[config.mk]
export PLATFORM = sky130hd
export DESIGN_NAME = eeprom_config_preloader
export DESIGN_NICKNAME = d
export VERILOG_FILES = /design/src/hdl/eeprom_microwire_reader.v /design/src/hdl/mdio_frame_writer.v /design/src/hdl/eeprom_config_preloader.v
export VERILOG_INCLUDE_DIRS = /design/src /design/src/inc
export SDC_FILE = /design/constraint.sdc
export NUM_CORES = 1
export LEC_CHECK = 0
export ABC_AREA = 0
export BUFFER_PORTS_ARGS = -buffer_cell sky130_fd_sc_hd__buf_4
export CAP_MARGIN = 25
export CORE_MARGIN = 1
export CORE_UTILIZATION = 40
export CTS_CLUSTER_SIZE = 8
export DETAILED_ROUTE_END_ITERATION = 8
export PLACE_DENSITY = 0.69
export SYNTH_ARGS = -nofsm -noshare
export SYNTH_HDL_FRONTEND = slang
export SYNTH_SLANG_ARGS = --single-unit
[constraint.sdc]
create_clock -name clk_sys -period 6.89 [get_ports clk_sys]
set_input_delay 1.7225 -clock clk_sys [delete_from_list [all_inputs] [get_ports clk_sys]]
set_output_delay 1.7225 -clock clk_sys [all_outputs]
set_load 0.1 [all_outputs]
[src/inc/eeprom_config_preloader_defines.vh]
// constants shared by the configuration preloader and its serial engines
`ifndef EEPROM_CONFIG_PRELOADER_DEFINES_VH
`define EEPROM_CONFIG_PRELOADER_DEFINES_VH

// =====
// preload image layout (eeprom word addresses)
`define PRELOAD_WORDS      21
`define W_COUNT            5'h00
`define W_FLAG             5'h01
`define W_HS_DEV           5'h02
`define W_HS_CFG           5'h03
`define W_MAC0             5'h04
`define W_LANG             5'h07
`define W_STR0             5'h08
`define W_PHY_OFS          5'h0F
`define W_MAX_FRAME        5'h10
`define W_PHY_MGMT_ID           5'h11
`define W_WATER            5'h12
`define W_FS_DEV           5'h13
`define W_FS_CFG           5'h14

// =====
// flag word bit positions
`define F_SELF_PWR         0
`define F_REMOTE_WAKE      2
`define F_CHIRP_K_DIS      4
`define F_SW_PHY_RST       5
`define F_RX_CRC_STRIP     6
`define F_TX_CRC_APPEND    7
`define F_CAPTURE_EFF      12
`define F_DEBUG_PORT       13

// =====
// phy_mgmt_id byte and type codes
`define PHY_TYPE_MSB       7
`define PHY_TYPE_LSB       5
`define PHY_ADDR_MSB       4
`define PHY_TYPE_NORMAL    3'h0
`define PHY_TYPE_GIGABIT   3'h1
`define PHY_TYPE_FORCED    3'h4
`define PHY_TYPE_ABSENT    3'h7

// =====
// frame size limits and power-down write
`define MAX_FRAME_LIMIT    16'h09C4
`define JUMBO_FRAME_SIZE   16'h2400
`define PD_BROADCAST_ID    5'h00
`define PD_REG_ADDR        5'h00
`define PD_REG_DATA        16'h0800

// =====
// serial frame headers
`define EE_READ_HDR        3'h6
`define MDIO_PREAMBLE      32'hFFFFFFFF
`define MDIO_ST_WR         4'h5
`define MDIO_TA            2'h2

`endif

[src/hdl/eeprom_microwire_reader.v]
// three-wire serial eeprom single word reader
`timescale 1ns/10ps
`include "eeprom_config_preloader_defines.vh"
module eeprom_microwire_reader #(
   parameter AW  = 8,                // eeprom word address width
   parameter DIV = 4                 // system clocks per serial half bit
) (
   // system
   input  wire          clk_sys,
   input  wire          nrst,
   // request and answer
   input  wire          start,
   input  wire [AW-1:0] addr,
   output reg           done,
   output reg  [15:0]   data,
   // eeprom pins
   output reg           ee_cs,
   output reg           ee_sk,
   output reg           ee_di,
   input  wire          ee_do
);
   localparam N = 3 + AW + 17;       // start+opcode, address, dummy+16 data

   reg [N-1:0] sh_reg;               // command out at top, data in at bottom
   reg [7:0]   cnt_reg;              // serial clocks left
   reg [7:0]   div_reg;              // half bit divider
   reg         busy_reg;             // frame in progress

   // =====
   // shift engine: di changes and do is sampled on the falling sk edge
   always @(posedge clk_sys or negedge nrst) begin
      if (!nrst) begin
         sh_reg   <= {N{1'b0}};
         cnt_reg  <= 8'h00;
         div_reg  <= 8'h00;
         busy_reg <= 1'b0;
         done     <= 1'b0;
         data     <= 16'h0000;
         ee_cs    <= 1'b0;
         ee_sk    <= 1'b0;
         ee_di    <= 1'b0;
      end else begin
         done <= 1'b0;
         if (!busy_reg) begin
            if (start) begin
               // standard read command from the given word address
               sh_reg   <= {`EE_READ_HDR, addr, 17'h00000};
               cnt_reg  <= N[7:0];
               div_reg  <= 8'h00;
               busy_reg <= 1'b1;
               ee_cs    <= 1'b1;
               ee_di    <= 1'b1;
            end
         end else if (div_reg != DIV[7:0] - 8'h01) begin
            div_reg <= div_reg + 8'h01;
         end else begin
            div_reg <= 8'h00;
            if (!ee_sk) begin
               // rising edge: eeprom samples di
               ee_sk <= 1'b1;
            end else begin
               // falling edge: take do, present next command bit
               ee_sk   <= 1'b0;
               sh_reg  <= {sh_reg[N-2:0], ee_do};
               ee_di   <= sh_reg[N-2];
               cnt_reg <= cnt_reg - 8'h01;
               if (cnt_reg == 8'h01) begin
                  busy_reg <= 1'b0;
                  ee_cs    <= 1'b0;
                  ee_di    <= 1'b0;
                  done     <= 1'b1;
                  data     <= {sh_reg[14:0], ee_do};
               end
            end
         end
      end
   end
endmodule

[src/hdl/mdio_frame_writer.v]
// station management write frame generator
`timescale 1ns/10ps
`include "eeprom_config_preloader_defines.vh"
module mdio_frame_writer #(
   parameter DIV = 4                 // system clocks per mdc half period
) (
   // system
   input  wire        clk_sys,
   input  wire        nrst,
   // request and answer
   input  wire        start,
   input  wire [4:0]  phy_mgmt_id,
   input  wire [4:0]  reg_addr,
   input  wire [15:0] wr_data,
   output reg         done,
   // management pins
   output reg         mdc,
   output reg         mdio_o,
   output reg         mdio_oe
);
   reg [63:0] sh_reg;                // whole frame, msb first
   reg [6:0]  cnt_reg;               // bits left
   reg [7:0]  div_reg;               // half period divider
   reg        busy_reg;              // frame in progress

   // =====
   // frame shifter: data changes on falling mdc, phy samples on rising
   always @(posedge clk_sys or negedge nrst) begin
      if (!nrst) begin
         sh_reg   <= 64'h0;
         cnt_reg  <= 7'h00;
         div_reg  <= 8'h00;
         busy_reg <= 1'b0;
         done     <= 1'b0;
         mdc      <= 1'b0;
         mdio_o   <= 1'b0;
         mdio_oe  <= 1'b0;
      end else begin
         done <= 1'b0;
         if (!busy_reg) begin
            if (start) begin
               // five bit phy_mgmt_id shares the bus among several phys
               sh_reg   <= {`MDIO_PREAMBLE, `MDIO_ST_WR, phy_mgmt_id, reg_addr,
                            `MDIO_TA, wr_data};
               cnt_reg  <= 7'h40;
               div_reg  <= 8'h00;
               busy_reg <= 1'b1;
               mdio_o   <= 1'b1;
               mdio_oe  <= 1'b1;
            end
         end else if (div_reg != DIV[7:0] - 8'h01) begin
            div_reg <= div_reg + 8'h01;
         end else begin
            div_reg <= 8'h00;
            if (!mdc) begin
               mdc <= 1'b1;
            end else begin
               mdc     <= 1'b0;
               sh_reg  <= {sh_reg[62:0], 1'b0};
               mdio_o  <= sh_reg[62];
               cnt_reg <= cnt_reg - 7'h01;
               if (cnt_reg == 7'h01) begin
                  // release the line once the last data bit is sampled
                  busy_reg <= 1'b0;
                  mdio_oe  <= 1'b0;
                  mdio_o   <= 1'b0;
                  done     <= 1'b1;
               end
            end
         end
      end
   end
endmodule

[src/hdl/eeprom_config_preloader.v]
// power-on configuration preloader: eeprom fetch, decode, phy power-down
//
// Notes on behaviour
// - fetch starts alone after power-on reset
// - twenty-one words, addresses zero upward
// - words 02h/03h: high-speed descriptor offset, length
// - words 13h/14h: full-speed descriptor offset, length
// - words 04h-06h: mac address, low byte first
// - word 07h language id; 08h-0Eh string pointers
// - flag bit 0 reports self powered
// - flag bit 2 advertises remote wakeup
// - flag bit 4 suppresses chirp k
// - flag bit 5 selects phy reset source
// - flag bit 6 strips received crc
// - flag bit 7 appends transmit crc
// - bits 12/13: capture effect, debug port
// - first 0Fh field names phy status register
// - second 0Fh field names another phy register
// - max frame from 10h, jumbo forces 9216
// - word 11h: type and id per phy
// - decode type codes 000,100,001,111
// - pause between high and low water marks
// - one water mark unit is 256 bytes
// - three power-down writes: broadcast, primary, secondary
// - management writes carry five bit phy_mgmt_id
`timescale 1ns/10ps
`include "eeprom_config_preloader_defines.vh"
module eeprom_config_preloader #(
   parameter EE_AW    = 8,           // eeprom word address width
   parameter SER_DIV  = 4,           // clocks per serial half bit
   parameter NWORDS   = `PRELOAD_WORDS
) (
   // system
   input  wire         clk_sys,
   input  wire         nrst,
   // serial eeprom
   output reg          ee_cs,
   output reg          ee_sk,
   output reg          ee_di,
   input  wire         ee_do,
   // station management
   output reg          mdc,
   output reg          mdio_o,
   output reg          mdio_oe,
   // load status
   output reg          config_valid,
   output reg  [7:0]   preload_count,
   // usb descriptor pointers: slot 0 hs dev, 1 hs cfg, 2 fs dev,
   // 3 fs cfg, 4..10 strings
   output reg  [87:0]  desc_offset,
   output reg  [87:0]  desc_length,
   output reg  [15:0]  lang_id,
   // station address, byte 0 in bits 7:0
   output reg  [47:0]  mac_addr,
   // flag decode
   output reg          self_powered_flag,
   output reg          remote_wake_capable,
   output reg          chirp_k_disable,
   output reg          sw_phy_reset_select,
   output reg          rx_crc_strip_enable,
   output reg          tx_crc_append_enable,
   output reg          capture_effect_enable,
   output reg          debug_port_enable,
   // interrupt endpoint phy register selects
   output reg  [4:0]   intr_phy_reg_a,
   output reg  [4:0]   intr_phy_reg_b,
   // frame size
   input  wire         jumbo_mode,
   output reg  [15:0]  max_frame_size,
   // phy identity, index 0 primary, 1 secondary
   output reg  [9:0]   phy_mgmt_id,
   output reg  [1:0]   phy_present,
   output reg  [1:0]   phy_gigabit,
   output reg  [1:0]   phy_link_forced,
   // flow control
   input  wire         full_duplex,
   input  wire [7:0]   rx_free_blocks,
   output reg          pause_active,
   // phy reset
   input  wire         phy_reset_level,
   input  wire         phy_reset_enable_bit,
   input  wire         usb_bus_reset,
   output reg          phy_reset_out_n
);
   // =====
   // states
   localparam S_RD_ISSUE = 3'h0;     // start one eeprom read
   localparam S_RD_WAIT  = 3'h1;     // wait for the word
   localparam S_DECODE   = 3'h2;     // latch decoded fields
   localparam S_PD_ISSUE = 3'h3;     // start one power-down write
   localparam S_PD_WAIT  = 3'h4;     // wait for the frame
   localparam S_DONE     = 3'h5;     // configuration in force

   reg [2:0]  state_reg;             // controller state
   reg [4:0]  idx_reg;               // word index being read
   reg [1:0]  pd_reg;                // power-down write number
   reg [15:0] word_mem [0:NWORDS-1]; // raw preload image
   reg        rd_start;              // read request pulse
   reg        wr_start;              // write request pulse
   reg [4:0]  wr_id;                 // phy_mgmt_id for current write
   reg [15:0] max_next;              // clamped frame size
   reg        loaded_reg;            // fields latched

   wire        rd_done;              // word arrived
   wire [15:0] rd_data;              // word value
   wire        wr_done;              // management frame finished
   wire        sk_w;
   wire        cs_w;
   wire        di_w;
   wire        mdc_w;
   wire        mo_w;
   wire        moe_w;
   wire [15:0] flag_w;
   wire [15:0] ids_w;

   assign flag_w = word_mem[`W_FLAG];
   assign ids_w  = word_mem[`W_PHY_MGMT_ID];

   // =====
   // serial engines
   eeprom_microwire_reader #(.AW(EE_AW), .DIV(SER_DIV)) u_reader (
      .clk_sys (clk_sys),
      .nrst    (nrst),
      .start   (rd_start),
      .addr    ({{(EE_AW-5){1'b0}}, idx_reg}),
      .done    (rd_done),
      .data    (rd_data),
      .ee_cs   (cs_w),
      .ee_sk   (sk_w),
      .ee_di   (di_w),
      .ee_do   (ee_do)
   );

   mdio_frame_writer #(.DIV(SER_DIV)) u_writer (
      .clk_sys     (clk_sys),
      .nrst        (nrst),
      .start       (wr_start),
      .phy_mgmt_id (wr_id),
      .reg_addr    (`PD_REG_ADDR),
      .wr_data     (`PD_REG_DATA),
      .done        (wr_done),
      .mdc         (mdc_w),
      .mdio_o      (mo_w),
      .mdio_oe     (moe_w)
   );

   // =====
   // power-down target: broadcast first, then primary, then secondary
   always @* begin
      case (pd_reg)
         2'h0:    wr_id = `PD_BROADCAST_ID;
         2'h1:    wr_id = ids_w[`PHY_ADDR_MSB:0];
         default: wr_id = ids_w[8+`PHY_ADDR_MSB:8];
      endcase
   end

   // frame size: jumbo overrides, otherwise even and capped
   always @* begin
      if (jumbo_mode)
         max_next = `JUMBO_FRAME_SIZE;
      else if (word_mem[`W_MAX_FRAME] > `MAX_FRAME_LIMIT)
         max_next = `MAX_FRAME_LIMIT;
      else
         max_next = {word_mem[`W_MAX_FRAME][15:1], 1'b0};
   end

   // =====
   // load sequencer; runs once, no host request needed
   always @(posedge clk_sys or negedge nrst) begin
      if (!nrst) begin
         state_reg  <= S_RD_ISSUE;
         idx_reg    <= 5'h00;
         pd_reg     <= 2'h0;
         rd_start   <= 1'b0;
         wr_start   <= 1'b0;
         loaded_reg <= 1'b0;
      end else begin
         rd_start <= 1'b0;
         wr_start <= 1'b0;
         case (state_reg)
            S_RD_ISSUE: begin
               rd_start  <= 1'b1;
               state_reg <= S_RD_WAIT;
            end
            S_RD_WAIT: begin
               if (rd_done) begin
                  // fixed image length; the count word is only reported
                  if (idx_reg == NWORDS[4:0] - 5'h01) begin
                     state_reg <= S_DECODE;
                  end else begin
                     idx_reg   <= idx_reg + 5'h01;
                     state_reg <= S_RD_ISSUE;
                  end
               end
            end
            S_DECODE: begin
               loaded_reg <= 1'b1;
               state_reg  <= S_PD_ISSUE;
            end
            S_PD_ISSUE: begin
               wr_start  <= 1'b1;
               state_reg <= S_PD_WAIT;
            end
            S_PD_WAIT: begin
               if (wr_done) begin
                  if (pd_reg == 2'h2) begin
                     state_reg <= S_DONE;
                  end else begin
                     pd_reg    <= pd_reg + 2'h1;
                     state_reg <= S_PD_ISSUE;
                  end
               end
            end
            S_DONE: begin
               state_reg <= S_DONE;
            end
            default: begin
               state_reg <= S_RD_ISSUE;
            end
         endcase
      end
   end

   // raw image store; no reset needed, nothing reads it before load
   always @(posedge clk_sys) begin
      if (state_reg == S_RD_WAIT && rd_done)
         word_mem[idx_reg] <= rd_data;
   end

   // =====
   // descriptor pointers, one slot per loop pass
   genvar g;
   generate
      for (g = 0; g < 11; g = g + 1) begin : g_desc
         localparam integer WI = (g < 2) ? (`W_HS_DEV + g) :
                               (g < 4) ? (`W_FS_DEV + g - 2) :
                                         (`W_STR0 + g - 4);
         always @(posedge clk_sys or negedge nrst) begin
            if (!nrst) begin
               desc_offset[g*8 +: 8] <= 8'h00;
               desc_length[g*8 +: 8] <= 8'h00;
            end else if (state_reg == S_DECODE) begin
               // offset low byte, length high byte
               desc_offset[g*8 +: 8] <= word_mem[WI][7:0];
               desc_length[g*8 +: 8] <= word_mem[WI][15:8];
            end
         end
      end
      // per phy identity and type decode
      for (g = 0; g < 2; g = g + 1) begin : g_phy
         always @(posedge clk_sys or negedge nrst) begin
            if (!nrst) begin
               phy_mgmt_id[g*5 +: 5] <= 5'h00;
               phy_present[g]        <= 1'b0;
               phy_gigabit[g]        <= 1'b0;
               phy_link_forced[g]    <= 1'b0;
            end else if (state_reg == S_DECODE) begin
               phy_mgmt_id[g*5 +: 5] <= ids_w[g*8 +: 5];
               phy_present[g]     <= ids_w[g*8+5 +: 3] != `PHY_TYPE_ABSENT;
               phy_gigabit[g]     <= ids_w[g*8+5 +: 3] == `PHY_TYPE_GIGABIT;
               phy_link_forced[g] <= ids_w[g*8+5 +: 3] == `PHY_TYPE_FORCED;
            end
         end
      end
   endgenerate

   // =====
   // remaining decoded fields, latched once the image is complete
   always @(posedge clk_sys or negedge nrst) begin
      if (!nrst) begin
         preload_count         <= 8'h00;
         lang_id               <= 16'h0000;
         mac_addr              <= 48'h0;
         self_powered_flag     <= 1'b0;
         remote_wake_capable   <= 1'b0;
         chirp_k_disable       <= 1'b0;
         sw_phy_reset_select   <= 1'b0;
         rx_crc_strip_enable   <= 1'b0;
         tx_crc_append_enable  <= 1'b0;
         capture_effect_enable <= 1'b0;
         debug_port_enable     <= 1'b0;
         intr_phy_reg_a        <= 5'h00;
         intr_phy_reg_b        <= 5'h00;
      end else if (state_reg == S_DECODE) begin
         preload_count <= word_mem[`W_COUNT][7:0];
         lang_id       <= word_mem[`W_LANG];
         // byte 0 is the first octet on the wire
         mac_addr <= {word_mem[`W_MAC0+2], word_mem[`W_MAC0+1],
                      word_mem[`W_MAC0]};
         self_powered_flag     <= flag_w[`F_SELF_PWR];
         remote_wake_capable   <= flag_w[`F_REMOTE_WAKE];
         chirp_k_disable       <= flag_w[`F_CHIRP_K_DIS];
         sw_phy_reset_select   <= flag_w[`F_SW_PHY_RST];
         rx_crc_strip_enable   <= flag_w[`F_RX_CRC_STRIP];
         tx_crc_append_enable  <= flag_w[`F_TX_CRC_APPEND];
         capture_effect_enable <= flag_w[`F_CAPTURE_EFF];
         debug_port_enable     <= flag_w[`F_DEBUG_PORT];
         intr_phy_reg_a <= word_mem[`W_PHY_OFS][12:8];
         intr_phy_reg_b <= word_mem[`W_PHY_OFS][4:0];
      end
   end

   // =====
   // live outputs: pins, frame size, pause hysteresis, phy reset
   always @(posedge clk_sys or negedge nrst) begin
      if (!nrst) begin
         ee_cs           <= 1'b0;
         ee_sk           <= 1'b0;
         ee_di           <= 1'b0;
         mdc             <= 1'b0;
         mdio_o          <= 1'b0;
         mdio_oe         <= 1'b0;
         config_valid    <= 1'b0;
         max_frame_size  <= 16'h0000;
         pause_active    <= 1'b0;
         phy_reset_out_n <= 1'b0;
      end else begin
         // one flop stage keeps every top output registered
         ee_cs   <= cs_w;
         ee_sk   <= sk_w;
         ee_di   <= di_w;
         mdc     <= mdc_w;
         mdio_o  <= mo_w;
         mdio_oe <= moe_w;
         // usb and flow control stay off until sequence ends; mac frame size stays zero until fields latch
         config_valid   <= (state_reg == S_DONE);
         max_frame_size <= loaded_reg ? max_next : 16'h0000;
         // water marks count 256 byte blocks of free rx storage
         if (!full_duplex || state_reg != S_DONE)
            pause_active <= 1'b0;
         else if (rx_free_blocks <= word_mem[`W_WATER][15:8])
            pause_active <= 1'b1;
         else if (rx_free_blocks >= word_mem[`W_WATER][7:0])
            pause_active <= 1'b0;
         // reset held asserted while loading
         if (!loaded_reg)
            phy_reset_out_n <= 1'b0;
         else if (sw_phy_reset_select)
            phy_reset_out_n <= phy_reset_enable_bit ? phy_reset_level : 1'b1;
         else
            phy_reset_out_n <= ~(phy_reset_enable_bit & usb_bus_reset);
      end
   end
endmodule

Yosys cells after proc, flatten, opt, wreduce, memory -nomap -nowiden. Memories as Yosys holds them, arrays and structs flattened. A register that Yosys moved wholly into a read port is not among the register bits. Cells that the tools add are included. W data, S select, Z words.

$add $sub $neg: 6. Multipliers: 0. Div/mod/pow operators: 0. Magnitude comparators: 3. Equal/unequal tests: 27. Shift-type cells: 0. Mux-type cells: 79. Bitwise operators: 6. Reductions and logical operators: 36.

Operators with widths (number): $mux W63 (4); $mux W27 (4); $mux W8 (10); $mux W1 (48); $mux W16 (3); $mux W7 (4); $logic_not A1 Y1 (19); $pmux W3 S6 (1); $add A8 B1 Y8 const B (2); $gt A16 B12 Y1 const B (1); $ne A8 B2 Y1 const B (2); $eq A3 B3 Y1 const B (4); $reduce_and A3 Y1 (4); $reduce_and A4 Y1 (3); $pmux W5 S2 (1); $eq A3 B1 Y1 const B (3); $mux W3 (3); $ne A3 B3 Y1 const B (3); $eq A8 B1 Y1 const B (1); $ge A8 B8 Y1 (1); $le A8 B8 Y1 (1); $ne A2 B1 Y1 const B (4); $ne A2 B2 Y1 const B (4); $sub A8 B1 Y8 const B (1); other kinds (18) (26).

Bits in registers: 201. Latch bits: 0. Bits in writable memories: 336. ROM bits: 0. Bits of input ports: 16. Memories kept: 1.

Memory list: word_mem (depth 21, bits a word 16, rd ports 21, clocked after Yosys merged registers in 18, write ports 1, line eeprom_config_preloader.v:97) `reg [15:0] word_mem [0:NWORDS-1];`.

Longest topological paths before layout.
Depth after elaboration: 5. Gate-level depth with buffers: 8. Depth with buffers taken out: 6.

Hierarchy. A second synthesis with hierarchy kept.

Cells, all modules: 1904. Area, all modules: 29218.0 um2.

Modules (own cells, without submodules): eeprom_config_preloader (instances 1, cells each 1150, area an instance 22097.4 um2); mdio_frame_writer (instances 1, cells each 485, area an instance 4242.8 um2); eeprom_microwire_reader (instances 1, cells each 269, area an instance 2877.8 um2).

Worst setup path before layout. Ideal clock, no wire load.

Path kind: input -> register. Start point: in rx_free_blocks[2]. End point: reg pause_active. Setup time: 0.066 ns. Data arrival time: 2.803 ns. Slack: 4.020 ns. Stages: 5. Path buffers: 0. Path through: ha_1 > and3_1 > a221o_1 > a21oi_1 > o311a_1.

Longest elaborated chain between the ends: 3. Elaborated cells between the ends (all ways): 5. Those cells by class: order compare (2); mux (2); reduce/logical (1).

RTL lines: from (decl) (line eeprom_config_preloader.v:77) `input wire [7:0] rx_free_blocks,`; $le A8 B8 Y1 (line eeprom_config_preloader.v:331) `` else if (rx_free_blocks <= word_mem[`W_WATER][15:8]) ``; $mux W1 (line eeprom_config_preloader.v:331); $mux W1 (line eeprom_config_preloader.v:329) `if (!full_duplex || state_reg != S_DONE)`; to (signal assigned) (line eeprom_config_preloader.v:330) `pause_active <= 1'b0;`; to (signal assigned) (line eeprom_config_preloader.v:332) `pause_active <= 1'b1;`; to (signal assigned) (line eeprom_config_preloader.v:334) `pause_active <= 1'b0;`; to (decl) (line eeprom_config_preloader.v:78) `output reg pause_active,`.

Several ways; a longest one is shown, not always the timed one. A chain may end at the register's enable or synchronous reset.

Worst setup path after layout.
Start point: reg desc_offset[72] (read register of word_mem). End point: out desc_offset[72].

RTL lines: from (decl) (line eeprom_config_preloader.v:50) `output reg [87:0] desc_offset,`.

No word-level cell between the ends.

==> flow_summary.yaml <==
critical_path:
  reg2reg_depth: 3
  crit_start: "desc_offset[72]$_DFFE_PN0P_"
  crit_required_ps: 5170
  reg2reg_from: "state_reg[0]$_DFFE_PN0P_"
  path_delay_family: "flip-flops"
  crit_buf_inv: 1
  criticalPathCategory: "reg -> out"
  crit_fanout: 2
  start_kind: "flop"
  max_stage_delay_ps: 430
  reg2reg_slack_ps: 3940
  arrival_ps: 1410
  crit_chain: "buf_4"
  cp_slowest_cell: "dfrtp_1"
  cp.depth: 1
  cp-endpoint: "desc_offset[72]"
  r2r_end: "word_mem[11][2]$_DFFE_PP_"
  crit_path_end_kind: "primary output"
sta:
  fin_crit_sh_pct: 45.5
  rsz0062_at_grt: "no"
  final_max_slew_viol_count: 0
  setup_viol: 0
  hold_viol: 0
  tightest_slew_ps: 1250
  slew_headroom_pct: 17.0
  tns_ps: 0
  finalCriticalPeriod_ps: 3130
  fmax_mhz: 319
  fin_skew_ps: 30.4
global_route:
  grt_pass1_wl_um: 113000
  track_usage_pct: 21.1
  grt_pass1_vias: 18715
  grt_overflow: 0
  antenna_found_initial: 5
  grt_max_degree: 236
yosys:
  ys_warn_count: 0
  synth_edf_count: 314
  syn-mean-instance-area_um2: 12.1
  synthTopCellsByCount: "929 x nand2_1, 455 x dfrtp_1, 314 x edfxtp_1"
  synth.area.top_cells: "dfrtp_1 41%, edfxtp_1 34%, nand2_1 13%"
  synth-seq-cells: 769
  synthCells: 2298
  synth_top_area_share_pct: 40.9
  yosysMostFrequentCell: "nand2_1"
  ys_types: 58
  synthesis.area_um2: 27900
  seq_area_frac_synth_pct: 74.7
  synthArstFlopShare_pct: 59.2
  yosys.area.top_type: "dfrtp_1"
  synth_ff_type: "dfrtp_1"
floorplanning:
  initial_core_util_pct: 40.5
  dieWidth_um: 266
  die_area_um2: 70700
  core_area_um2: 68800
  die_h_um: 266
  rows: 96
  io_pins: 323
cells_and_area:
  nets: 2706
  largest_reg_flops: 314
  syn_to_final_growth_pct: 24.2
  largest_register: "word_mem"
  largestRegisters: "word_mem: 314 flops, desc_length: 88 flops, desc_offset: 88 flops"
  fin_util_pct: 50.3
  drive_gt1_share_pct: 18.9
detailed_routing:
  met2_length_um: 35600
  firstDrtPassIters: 7
  route.vias.total: 18483
  totalWireLength_um: 74300
  routed-wl-met3_um: 4520
  dr.max_layer_used: "met4"
  avgRoutedWirePerCell_um: 20.2
  wl_met1_um: 31300
  via_per_inst: 5.02
  drtAntennaViolNets: 0
  drc: 0
  drt-initial-drc-count: 1661
power:
  leakagePower_uw: 0.0159
  ir_drop_mv: 0.193
  power_density_nw_per_um2: 278
clock_tree:
  cts_hold_buffers: 0
  h-tree-depth: 3
  path_clk_slew_ps: 60
  clock_latency_ps: 650
  cts_buffers: 106
  cts_setup_buffers: 0
  root_buffer: "clkbuf_16"
  clock_sinks: 769
  clockBufferDepth: 3
  postCtsResizedCells: 0
  cts_tree: "yes"
run:
  drv_cap: 0
placed_design:
  portBuffers: 321
  finalWeightedCongestion: 0.834
  place.detailed.hpwl_um: 44100
hold_path:
  hold_path_class: "reg -> reg"
run_status:
  run_status: "complete, no violations"
## cell usage in the layout, fill, tap and decap left out, types with 10 or more instances in the layout
| master | n |
|---|---|
| nand2_1 | 929 |
| dfrtp_1 | 445 |
| buf_4 | 342 |
| edfxtp_1 | 314 |
| clkbuf_16 | 108 |
| clkbuf_1 | 84 |
| nor2_1 | 68 |
| inv_1 | 52 |
| nand3_1 | 52 |
| a21oi_1 | 36 |
| ha_1 | 29 |
| nor3_1 | 28 |
| o21ai_0 | 28 |
| a31oi_1 | 23 |
| mux2_2 | 20 |
| nor2_2 | 12 |
| dfrtp_2 | 10 |
## logic make-up after synthesis
group | count (synthesis) | synth area share [%]
muxes | 25 | 0.988
and+or+nand+nor | 1161 | 17.0
AOI/OAI and AO/OA | 146 | 3.41
other | 1 | 0.0135
xor gates and xnor gates | 11 | 0.346
buffers and inverters | 156 | 2.25
DFF | 769 | 74.7
adders and majority gates | 29 | 1.30
## layer usage
| metal | global-route usage, % | up-vias |
|---|---|---|
| met2 | 34.0 | 657 |
| met4 | 9.93 | 0 |
| met3 | 3.64 | 149 |
| li1 | - | 8382 |
| met1 | 27.9 | 9295 |
| met5 | 0 | - |
## stage by stage
stage / cell area, µm² / std cells / total power (µW) / hold WS (ps) / worst slack [ps]
finish: 34600 / 3682 / 9620 / 394 / 3760
global route: 34600 / 3681 / 9920 / 406 / 3600
CTS: 34500 / 3675 / 9720 / 408 / 3720
detailed placement: 31400 / 3478 / 4920 / 380 / 3610
global placement: 31300 / 3475 / 4920 / 372 / 3680
floorplan: 27900 / 2301 / 4850 / 348 / 4020
## layout make-up
| class | count | area (µm²) |
|---|---|---|
| fillers | 5870 | 34200 |
| diodes | 1 | 2.50 |
| clock inverters | 6 | 80.1 |
| flip-flops and latches | 769 | 20800 |
| inverters | 54 | 203 |
| well taps | 931 | 1160 |
| clock buffers | 191 | 2990 |
| repair buffers | 354 | 2850 |
| multi-input cells | 1376 | 6500 |
## power breakdown
| group | switching [µW] | total [µW] | internal, µW | leakage (µW) |
|---|---|---|---|---|
| registers | 1.32 | 4750 | 4750 | 0.00843 |
| logic | 68.9 | 83.9 | 15.0 | 0.00598 |
| clock network | 1880 | 4780 | 2900 | 0.00145 |
| total | 1950 | 9620 | 7670 | 0.0159 |
## worst min-delay path by stage
stage	start	to	slack [ps]	depth (start not counted)
global placement	u_writer.mdio_o$_DFFE_PN0P_	mdio_o$_DFF_PN0_	370	0
CTS	u_writer.mdio_o$_DFFE_PN0P_	mdio_o$_DFF_PN0_	410	0
floorplan	u_reader.ee_cs$_DFFE_PN0P_	ee_cs$_DFF_PN0_	350	0
global route	u_writer.mdio_o$_DFFE_PN0P_	mdio_o$_DFF_PN0_	410	0
detailed placement	u_writer.mdio_o$_DFFE_PN0P_	mdio_o$_DFF_PN0_	380	0
finish	u_writer.mdio_o$_DFFE_PN0P_	mdio_o$_DFF_PN0_	390	0
No activity file was read; power rests on OpenSTA's default activity.
